===== src/hdl/pvb_defines.svh =====
// Register map, reset values and timing counts of the PLL band select control
// Functional notes
// VCO range split into 64 overlapping bands, chosen by a 6-bit value.
// Writing control 0xc0 then 0x80 at offset 0x12 starts auto calibration.
// After the trigger the device searches the best band on its own.
// Control bit 6: 1 manual band, 0 automatic band.
// Manual mode drives the VCO band from control bits 5 to 0.
// Control bit 7 set to 1 enables the PLL.
// Host auto start: dividers, loop, mode manual, enable, then mode automatic.
// Host manual start: dividers, loop, band field, mode manual, then enable.
// Loop settings reset to 0xe7: pump current 00111b, bandwidth 111b.
// Host waits 10 ms, reads lock bit 7 of status; device sets it when locked. Here it reads 0 while disabled or calibrating.
// Loop settings bits 7:5 bandwidth, bits 4:0 charge pump current.
// Enable 0 powers the multiplier down and selects the direct clock input.
// VCO and loop divider ratios are programmed at offset 0x15.
// Calibration starts only on manual-to-auto change while enable is set.
`ifndef PVB_DEFINES_SVH
`define PVB_DEFINES_SVH

`define PVB_ADDR_CONTROL    8'h12
`define PVB_ADDR_LOOP       8'h14
`define PVB_ADDR_DIVIDER    8'h15
`define PVB_ADDR_STATUS     8'h16

`define PVB_CTRL_ENABLE_BIT 7
`define PVB_CTRL_MANUAL_BIT 6
`define PVB_CTRL_BAND_MSB   5
`define PVB_CTRL_BAND_LSB   0
`define PVB_LOOP_BW_MSB     7
`define PVB_LOOP_BW_LSB     5
`define PVB_LOOP_CP_MSB     4
`define PVB_LOOP_CP_LSB     0
`define PVB_STAT_LOCK_BIT   7
`define PVB_STAT_BUSY_BIT   6

`define PVB_RST_CONTROL     8'h00
`define PVB_RST_LOOP        8'he7
`define PVB_RST_DIVIDER     8'h00

`define PVB_BAND_W          6
`define PVB_CLK_PERIOD_NS   8
`define PVB_SETTLE_TIME_NS  100000
`define PVB_SETTLE_CYCLES   ((`PVB_SETTLE_TIME_NS + `PVB_CLK_PERIOD_NS - 1) / `PVB_CLK_PERIOD_NS)

`endif


===== src/hdl/pvb_pkg.sv =====
// Types of the PLL band select control
package pvb_pkg;
  typedef enum logic [2:0] {
    CAL_IDLE   = 3'b001,
    CAL_SETTLE = 3'b010,
    CAL_DECIDE = 3'b100
  } pvb_cal_state_t;
endpackage : pvb_pkg


===== src/hdl/pvb_band_cal.sv =====
// Successive approximation search for the VCO tuning band
`timescale 1ns/1ps
`default_nettype none
module pvb_band_cal #(
  parameter int BAND_W        = 6,
  parameter int SETTLE_CYCLES = 12500
) (
  // Clock and reset
  input  wire logic              clk,
  input  wire logic              rst,
  // Control
  input  wire logic              start,
  input  wire logic              abort,
  input  wire logic              vco_fast,
  // Result
  output logic                   busy,
  output logic [BAND_W-1:0]      band
);
  localparam int CNT_W = $clog2(SETTLE_CYCLES + 1);
  localparam int IDX_W = (BAND_W > 1) ? $clog2(BAND_W) : 1;
  localparam logic [CNT_W-1:0] CNT_LOAD = CNT_W'(SETTLE_CYCLES - 1);
  localparam logic [IDX_W-1:0] IDX_TOP  = IDX_W'(BAND_W - 1);

  initial begin
    if (BAND_W < 1 || SETTLE_CYCLES < 1) begin
      $error("pvb_band_cal: BAND_W and SETTLE_CYCLES must be at least 1");
    end
  end

  pvb_pkg::pvb_cal_state_t state;
  logic [CNT_W-1:0]        cnt;
  logic [IDX_W-1:0]        idx;

  assign busy = (state != pvb_pkg::CAL_IDLE);

  // One band bit decided per settle period, most significant first
  always_ff @(posedge clk) begin
    if (rst || abort) begin
      state <= pvb_pkg::CAL_IDLE;
      cnt   <= '0;
      idx   <= '0;
    end else begin
      unique case (state)
        pvb_pkg::CAL_IDLE: begin
          if (start) begin
            state <= pvb_pkg::CAL_SETTLE;
            cnt   <= CNT_LOAD;
            idx   <= IDX_TOP;
          end
        end
        pvb_pkg::CAL_SETTLE: begin
          if (cnt == '0) begin
            state <= pvb_pkg::CAL_DECIDE;
          end else begin
            cnt <= cnt - 1'b1;
          end
        end
        pvb_pkg::CAL_DECIDE: begin
          if (idx == '0) begin
            state <= pvb_pkg::CAL_IDLE;
          end else begin
            state <= pvb_pkg::CAL_SETTLE;
            cnt   <= CNT_LOAD;
            idx   <= idx - 1'b1;
          end
        end
      endcase
    end
  end

  // Trial band: keep a bit only while the VCO is not above target
  always_ff @(posedge clk) begin
    if (rst) begin
      band <= '0;
    end else if (state == pvb_pkg::CAL_IDLE && start && !abort) begin
      band <= BAND_W'(1) << (BAND_W - 1);
    end else if (state == pvb_pkg::CAL_DECIDE && !abort) begin
      if (vco_fast) begin
        band[idx] <= 1'b0;
      end
      if (idx != '0) begin
        band[idx - 1'b1] <= 1'b1;
      end
    end
  end
endmodule : pvb_band_cal
`default_nettype wire


===== src/hdl/pvb_top.sv =====
// PLL enable, loop settings and VCO band selection control
`timescale 1ns/1ps
`default_nettype none
`include "pvb_defines.svh"
module pvb_top #(
  parameter int SETTLE_CYCLES = `PVB_SETTLE_CYCLES
) (
  // Clock and reset
  input  wire logic       CLK,
  input  wire logic       RST,
  // Register access
  input  wire logic [7:0] REG_ADDR,
  input  wire logic [7:0] REG_WDATA,
  input  wire logic       REG_WE,
  input  wire logic       REG_RE,
  output logic      [7:0] REG_RDATA,
  output logic            REG_RVALID,
  // Analog PLL status
  input  wire logic       PLL_LOCK_IN,
  input  wire logic       VCO_FAST_IN,
  // PLL controls
  output logic            PLL_POWER_UP,
  output logic            CLK_SEL_PLL,
  output logic      [5:0] VCO_BAND,
  output logic      [2:0] LOOP_BW,
  output logic      [4:0] CP_CURRENT,
  output logic      [7:0] DIV_SETTING,
  output logic            CAL_BUSY
);
  initial begin
    if (SETTLE_CYCLES < 1) begin
      $error("pvb_top: SETTLE_CYCLES must be at least 1");
    end
  end

  logic [7:0] control;
  logic [7:0] loop_settings;
  logic [7:0] divider;
  logic [1:0] lock_sync;
  logic [1:0] fast_sync;
  logic       cal_start;
  logic       cal_abort;
  logic       cal_busy;
  logic [5:0] cal_band;
  logic       wr_control;
  logic       lock_status;
  logic [7:0] status_word;

  assign wr_control = REG_WE && (REG_ADDR == `PVB_ADDR_CONTROL);

  // Mode bit falling while the new value keeps the enable: 0xc0 then 0x80
  assign cal_start = wr_control
                   && control[`PVB_CTRL_MANUAL_BIT]
                   && !REG_WDATA[`PVB_CTRL_MANUAL_BIT]
                   && REG_WDATA[`PVB_CTRL_ENABLE_BIT];

  // A search is meaningless once the loop is off or handed to manual
  // Start wins: the old control still shows manual in the trigger cycle
  assign cal_abort = !cal_start
                   && (!control[`PVB_CTRL_ENABLE_BIT] || control[`PVB_CTRL_MANUAL_BIT]);

  assign lock_status = lock_sync[1] && control[`PVB_CTRL_ENABLE_BIT] && !cal_busy;

  assign status_word = {lock_status, cal_busy, VCO_BAND};

  // Analog levels arrive unrelated to CLK
  always_ff @(posedge CLK) begin
    if (RST) begin
      lock_sync <= 2'h0;
      fast_sync <= 2'h0;
    end else begin
      lock_sync <= {lock_sync[0], PLL_LOCK_IN};
      fast_sync <= {fast_sync[0], VCO_FAST_IN};
    end
  end

  // Control register
  always_ff @(posedge CLK) begin
    if (RST) begin
      control <= `PVB_RST_CONTROL;
    end else if (wr_control) begin
      control <= REG_WDATA;
    end
  end

  // Loop settings register
  always_ff @(posedge CLK) begin
    if (RST) begin
      loop_settings <= `PVB_RST_LOOP;
    end else if (REG_WE && REG_ADDR == `PVB_ADDR_LOOP) begin
      loop_settings <= REG_WDATA;
    end
  end

  // Divider register
  always_ff @(posedge CLK) begin
    if (RST) begin
      divider <= `PVB_RST_DIVIDER;
    end else if (REG_WE && REG_ADDR == `PVB_ADDR_DIVIDER) begin
      divider <= REG_WDATA;
    end
  end

  // Read port: one cycle latency, unmapped offsets read zero
  always_ff @(posedge CLK) begin
    if (RST) begin
      REG_RDATA  <= 8'h00;
      REG_RVALID <= 1'b0;
    end else begin
      REG_RVALID <= REG_RE;
      if (REG_RE) begin
        unique case (REG_ADDR)
          `PVB_ADDR_CONTROL: REG_RDATA <= control;
          `PVB_ADDR_LOOP:    REG_RDATA <= loop_settings;
          `PVB_ADDR_DIVIDER: REG_RDATA <= divider;
          `PVB_ADDR_STATUS:  REG_RDATA <= status_word;
          default:           REG_RDATA <= 8'h00;
        endcase
      end
    end
  end

  pvb_band_cal #(
    .BAND_W        (`PVB_BAND_W),
    .SETTLE_CYCLES (SETTLE_CYCLES)
  ) u_band_cal (
    .clk      (CLK),
    .rst      (RST),
    .start    (cal_start),
    .abort    (cal_abort),
    .vco_fast (fast_sync[1]),
    .busy     (cal_busy),
    .band     (cal_band)
  );

  // Enable and clock source
  always_ff @(posedge CLK) begin
    if (RST) begin
      PLL_POWER_UP <= 1'b0;
      CLK_SEL_PLL  <= 1'b0;
    end else begin
      PLL_POWER_UP <= control[`PVB_CTRL_ENABLE_BIT];
      CLK_SEL_PLL  <= control[`PVB_CTRL_ENABLE_BIT];
    end
  end

  // Band steering; auto band holds its last search result
  always_ff @(posedge CLK) begin
    if (RST) begin
      VCO_BAND <= 6'h00;
    end else if (control[`PVB_CTRL_MANUAL_BIT]) begin
      VCO_BAND <= control[`PVB_CTRL_BAND_MSB:`PVB_CTRL_BAND_LSB];
    end else begin
      VCO_BAND <= cal_band;
    end
  end

  // Loop fields, dividers and busy flag
  always_ff @(posedge CLK) begin
    if (RST) begin
      LOOP_BW     <= 3'h0;
      CP_CURRENT  <= 5'h00;
      DIV_SETTING <= 8'h00;
      CAL_BUSY    <= 1'b0;
    end else begin
      LOOP_BW     <= loop_settings[`PVB_LOOP_BW_MSB:`PVB_LOOP_BW_LSB];
      CP_CURRENT  <= loop_settings[`PVB_LOOP_CP_MSB:`PVB_LOOP_CP_LSB];
      DIV_SETTING <= divider;
      CAL_BUSY    <= cal_busy;
    end
  end
endmodule : pvb_top
`default_nettype wire


===== config.mk =====
export PLATFORM = sky130hd
export DESIGN_NAME = pvb_top
export DESIGN_NICKNAME = d
export VERILOG_FILES = /design/src/hdl/pvb_pkg.sv /design/src/hdl/pvb_band_cal.sv /design/src/hdl/pvb_top.sv
export VERILOG_INCLUDE_DIRS = /design/src /design/src/hdl
export SDC_FILE = /design/constraint.sdc
export NUM_CORES = 1
export LEC_CHECK = 0
export BUFFER_PORTS_ARGS = -buffer_cell sky130_fd_sc_hd__buf_2
export CAP_MARGIN = 40
export CORE_MARGIN = 2
export CORE_UTILIZATION = 25
export DETAILED_ROUTE_END_ITERATION = 8
export PLACE_DENSITY = 0.49
export SYNTH_ARGS = -nofsm -noshare
export SYNTH_HDL_FRONTEND = slang
export SYNTH_SLANG_ARGS = --single-unit

===== constraint.sdc =====
create_clock -name CLK -period 7.35 [get_ports CLK]
set_clock_uncertainty 0.15 [all_clocks]
set_input_delay 0 -clock CLK [delete_from_list [all_inputs] [get_ports CLK]]
set_output_delay 0 -clock CLK [all_outputs]
set_load 0.05 [all_outputs]

# After elaboration in Yosys (flattened, before gate mapping)
# Cells that the tools add are included.
# classes
bitwise	3
n_mul	0
n_mux	24
n_eq_ne	12
n_lt_le_gt_ge	4
n_reduce_logical	30
div_mod_pow	0
n_addsub	2
shifts	0
# op_table
operator	n
2-to-1 mux 6 bit	8
2-to-1 mux 14 bit	3
case mux 14 bit (3 select lines)	1
== test 8 x 5 -> 1 bit, second input constant	4
case mux 8 bit (4 select lines)	1
logical AND 1 bit	14
zero test 14 bit	1
subtractor 14 x 1 -> 14 bit, second input constant	1
2-to-1 mux 3 bit	4
case mux 3 bit (3 select lines)	1
less-than comparator 3 x 4 -> 1 bit, second input constant	2
AND 6 bit	1
demux 1 bit (select 3 bit)	2
>= comparator 3 x 1 -> 1 bit, second input constant	2
!= test 2 bit, second input constant	3
NOT 6 bit	1
OR 6 bit	1
case mux 3 bit (2 select lines)	1
AND reduction 3 bit	2
zero test 1 bit	5
nonzero test 2 bit	2
== test 3 x 1 -> 1 bit, second input constant	1
== test 3 x 2 -> 1 bit, second input constant	1
== test 3 bit, second input constant	1
10 further kinds	12
# word_totals
ram_bits	0
rom_bits	0
word_cells	93
memories	0
reg_bits	87
output_inout_bits	34
latch_bits	0
inputBits	22

# Longest topological paths before layout
# logic_depth
ltp_word	16
depth_mapped	9
mapped_depth_nobuf	7

# Hierarchy
# From an unflattened synthesis, not the netlist that was laid out.
# hier_totals
cells_unflattened	391
hier_area_um2	3706.1
# modules_own_cells
module	seq_area_each_um2	cells_each	area_each_um2	instances
pvb_top	1221.2	229	2331.0	1
pvb_band_cal	520.5	162	1375.1	1

# Worst setup path after synthesis
# Ideal clock, no wire load.
# synth_path
kind	reg-to-reg
from	reg u_band_cal.cnt[4]
to	reg u_band_cal.cnt[11]
slack_ns	5.004
path_buffers	0
setup_ns	0.071
path_stages_with_launch	6
required_ns	7.129
arrival_ns	2.124
synth_period_minus_slack_ns	2.346
path_cell_list	dfxtp_1 -> or4_1 -> or3_1 -> or3_1 -> or4_1 -> a21oi_1
# synth_via
elab_chain_cells	3
elab_cells_between_ends	6
cone_classes	1 x add/sub; 1 x eq/ne; 2 x mux; 2 x reduce/logical
# synth_lines
element	line	rtl
start, declared	pvb_band_cal.sv:31	logic [CNT_W-1:0] cnt;
start signal, assigned	pvb_band_cal.sv:55	cnt <= cnt - 1'b1;
subtractor 14 x 1 -> 14 bit / zero test 14 bit (equally long branches)	pvb_band_cal.sv:55, pvb_band_cal.sv:52	
2-to-1 mux 14 bit / != test 2 bit (equally long branches)	-	
case mux 14 bit (3 select lines) / AND reduction 3 bit (equally long branches)	-	
# Several ways; a longest one is shown, not always the timed one. The select of a mux whose other input is x is not followed.
# A chain may end at the register's enable or synchronous reset.

# Worst setup path after layout
# layout_path
from	reg control[6]
to	reg u_band_cal.cnt[12]
# layout_via
elab_chain_cells	6
elab_cells_between_ends	9
cone_classes	1 x eq/ne; 8 x reduce/logical
# layout_lines
element	line	rtl
start, declared	pvb_top.sv:36	logic [7:0] control;
start signal, assigned	pvb_top.sv:80	control <= `PVB_RST_CONTROL;
branches (longest 6 deep; another with AND reduction 3 bit)	-	
# Parallel ways; which one is timed is not known.

==> impl_metrics.yaml <==
pwr:
  combPwrFrac: 0.041
  switching_share: 0.220
  powerDensity_mw_per_mm2: 226
  p_leak_nw: 1.72
  p_sw_w: 0.000227
  power.internal_w: 0.000802
  clock_power_share: 0.497
  seq_power_share: 0.462
  peakVddDrop_mv: 0.114
worst_setup_path:
  critPathKind: "flop to flop"
  cp_max_fo: 25
  critPathCaptureType: "flop"
  crit_arrival_ns: 2.94
  required_ns: 7.47
  critPathLaunchType: "flop"
synth:
  yosys.area.top_type_share: 0.478
  synth_top_family_by_area: "simple AND/OR/NAND/NOR gates"
  yosysSeqAreaShare: 0.478
  ys_top_cells_by_area: "dfxtp_1 (48%), nor2b_1 (5.3%), a21oi_1 (4.3%)"
  synth_edf_count: 0
  postSynth.asyncResetShare: 0
  ys_seq_elements: 87
  ys_warn_count: 0
  netlist_instances: 398
  synth.avg_cell_area_sq_um: 9.15
  synthXorXnorAreaFrac: 0
  synth-compound-area-share: 0.187
  yosys.area.top_type: "dfxtp_1"
  synthAdderAreaFrac: 0.0137
  synth_nets: 424
  syn_area_sq_mm: 0.00364
  synthMuxAreaShare: 0.0488
  yosys.area_share.simple: 0.236
  yosysUniqueCellTypes: 50
  synth_ff_type: "dfxtp_1"
floorplanning:
  rows: 44
  core_area_sq_mm: 0.0144
  fp.dieW_um: 125
  io_pins: 56
  start_util: 0.253
  die-area_sq_mm: 0.0155
  die_h_um: 125
global_routing:
  grt_pass1_wl_um: 15700
  grt_pass1_vias: 3007
  grt_usage: 0.125
  antenna_found_initial: 0
  grt_max_degree: 60
  grt-ovfl-total: 0
drt:
  drt-initial-drc-count: 188
  vias: 3171
  totalWireLength_um: 9460
  routedWlPerCell_um: 14.6
  ant_nets: 0
  avgViaCountPerCell: 4.89
  drc: 0
  dr.pass1.iters: 4
cts:
  numCtsBuffers: 9
  insertion_delay_ns: 0.34
  post_cts_resized: 0
  clkTransAtPathRegs_ns: 0.07
  h-tree-depth: 3
  clock_sinks: 87
  clk_path_buf_depth: 2
  cts_root_buffer: "clkbuf_16"
  cts_tree: "done"
sta:
  max-slew-margin-rel: 0.412
  worstMarginPinSlew_ns: 0.880
  fin_crit_sh: 0.384
  finalHoldViolCount: 0
  setup_tns_ns: 0
  maxSlewViolCount: 0
  rsz0062_at_grt: "false"
  period_minus_slack_ns: 2.82
  fmax_mhz: 355
  setup_viol: 0
final_layout:
  layout_commonest_cell: "dfxtp_1"
  final_cell_mix: "dfxtp_1 (87), buf_2 (55), nand2_1 (37), a21oi_1 (31), nor2b_1 (31)"
  nFillCells: 1474
  fin_nets: 486
  area_delta_synth_final_pct: 25.2
  drive_above_1_share: 0.189
  n_antenna_cell: 0
  register_area_sq_mm: 0.00174
  multiInputGateArea_sq_mm: 0.00177
  postLayoutCoreUtil: 0.317
placed_design:
  io_buffers: 55
  finalWeightedCongestion: 0.772
  dp_hpwl_um: 6760
run_status:
  run_status: "finished, final reports clean"
min_path:
  min_path_type: "primary input to flop"
flow_run:
  maxCapViolations: 0
==> flip-flops by register name (all words and copies together) (netlist names) <==
name,flops
u_band_cal.cnt,14
DIV_SETTING,8
REG_RDATA,8
control,8
divider,8
loop_settings,8
VCO_BAND,6
u_band_cal.band,6
CP_CURRENT,5
LOOP_BW,3
u_band_cal.idx,3
u_band_cal.state,3
fast_sync,2
lock_sync,2
CAL_BUSY,1
CLK_SEL_PLL,1
REG_RVALID,1
==> worst max-delay path, cell delays in order, from the launching register on <==
cell and delay (ns):
dfxtp_1 0.61, and4b_1 0.29, or3b_1 0.45, a21o_1 0.47, or4_1 0.59, a31oi_1 0.19
==> per-layer routing <==
metal / vias up / track usage / part of all wire
met5: - / 0 / 0
met4: 0 / 0.0456 / 0.014
met3: 8 / 0.0352 / 0.051
met2: 77 / 0.204 / 0.48
met1: 1512 / 0.158 / 0.46
li1: 1574 / - / -
==> layout make-up <==
class / instances / area share
Tap cell: 184 / 0.0505
Timing Repair Buffer: 72 / 0.0950
Multi-Input combinational cell: 280 / 0.389
Inverter: 10 / 0.00823
Clock inverter: 6 / 0.0225
Sequential cell: 87 / 0.382
Clock buffer: 10 / 0.0524
==> worst paths after layout <==
| check | from | to | slack (ns) | cells after the start |
|---|---|---|---|---|
| worst max-delay path | control[6] | u_band_cal.cnt[12] | 4.53 | 5 |
| worst min-delay path | REG_ADDR[3] | divider[2] | 0.08 | 5 |
| worst max register to register | control[6] | u_band_cal.cnt[12] | 4.53 | 5 |
| worst min register to register | lock_sync[0] | lock_sync[1] | 0.29 | 1 |
==> synth_stat cells (all sizes together), types with 2 or more instances <==
master / n
nand2b: 3
nor4b: 3
a21o: 4
buf: 7
ha: 4
o41ai: 2
and4b: 2
a211o: 6
a211oi: 5
o22ai: 2
dfxtp: 87
o211ai: 2
clkbuf: 14
nand3: 19
nor2b: 31
or4: 11
a22oi: 7
nand2: 37
o311ai: 2
a22o: 8
mux2: 6
o31ai: 10
nor2: 21
a21oi: 31
o21a: 2
nor3: 6
mux2i: 11
a31oi: 4
or3b: 2
or3: 7
o21ai: 12
nor3b: 4
nand4b: 3
or2: 3
inv: 10
==> through the flow <==
stage / cells / power, W / hold slack (ns) / setup WS [ns] / cell area, sq um
2_1_floorplan: 398 / 0.000508 / -0.0699 / 5.00 / 3640
3_3_place_gp: 620 / 0.000524 / 0.0695 / 4.64 / 4090
3_5_place_dp: 621 / 0.000524 / 0.0715 / 4.55 / 4100
4_1_cts: 649 / 0.00104 / 0.0675 / 4.51 / 4560
5_1_grt: 649 / 0.00107 / 0.102 / 4.34 / 4560
6_report: 649 / 0.00103 / 0.0788 / 4.53 / 4560
==> power groups by stage <==
stage	logic, W	clock network [W]	registers, W
floorplan	0.0000143	0	0.000494
global placement	0.0000378	0	0.000486
detailed placement	0.0000377	0	0.000486
CTS	0.0000429	0.000526	0.000475
global route	0.0000459	0.000545	0.000475
finish	0.0000426	0.000511	0.000475
==> cells by family after synthesis <==
group           after synthesis
compound gates              102
simple gates                157
buf+inv                      31
flops                        87
mux                          17
fa+ha+maj                     4
==> timing repair <==
action | 4_1_cts | 5_1_grt
buffers inserted | 0 | 0
hold buffers | 12 | 0
hold endpoints to repair | 28 | 0
No activity file was read; power rests on OpenSTA's default activity.
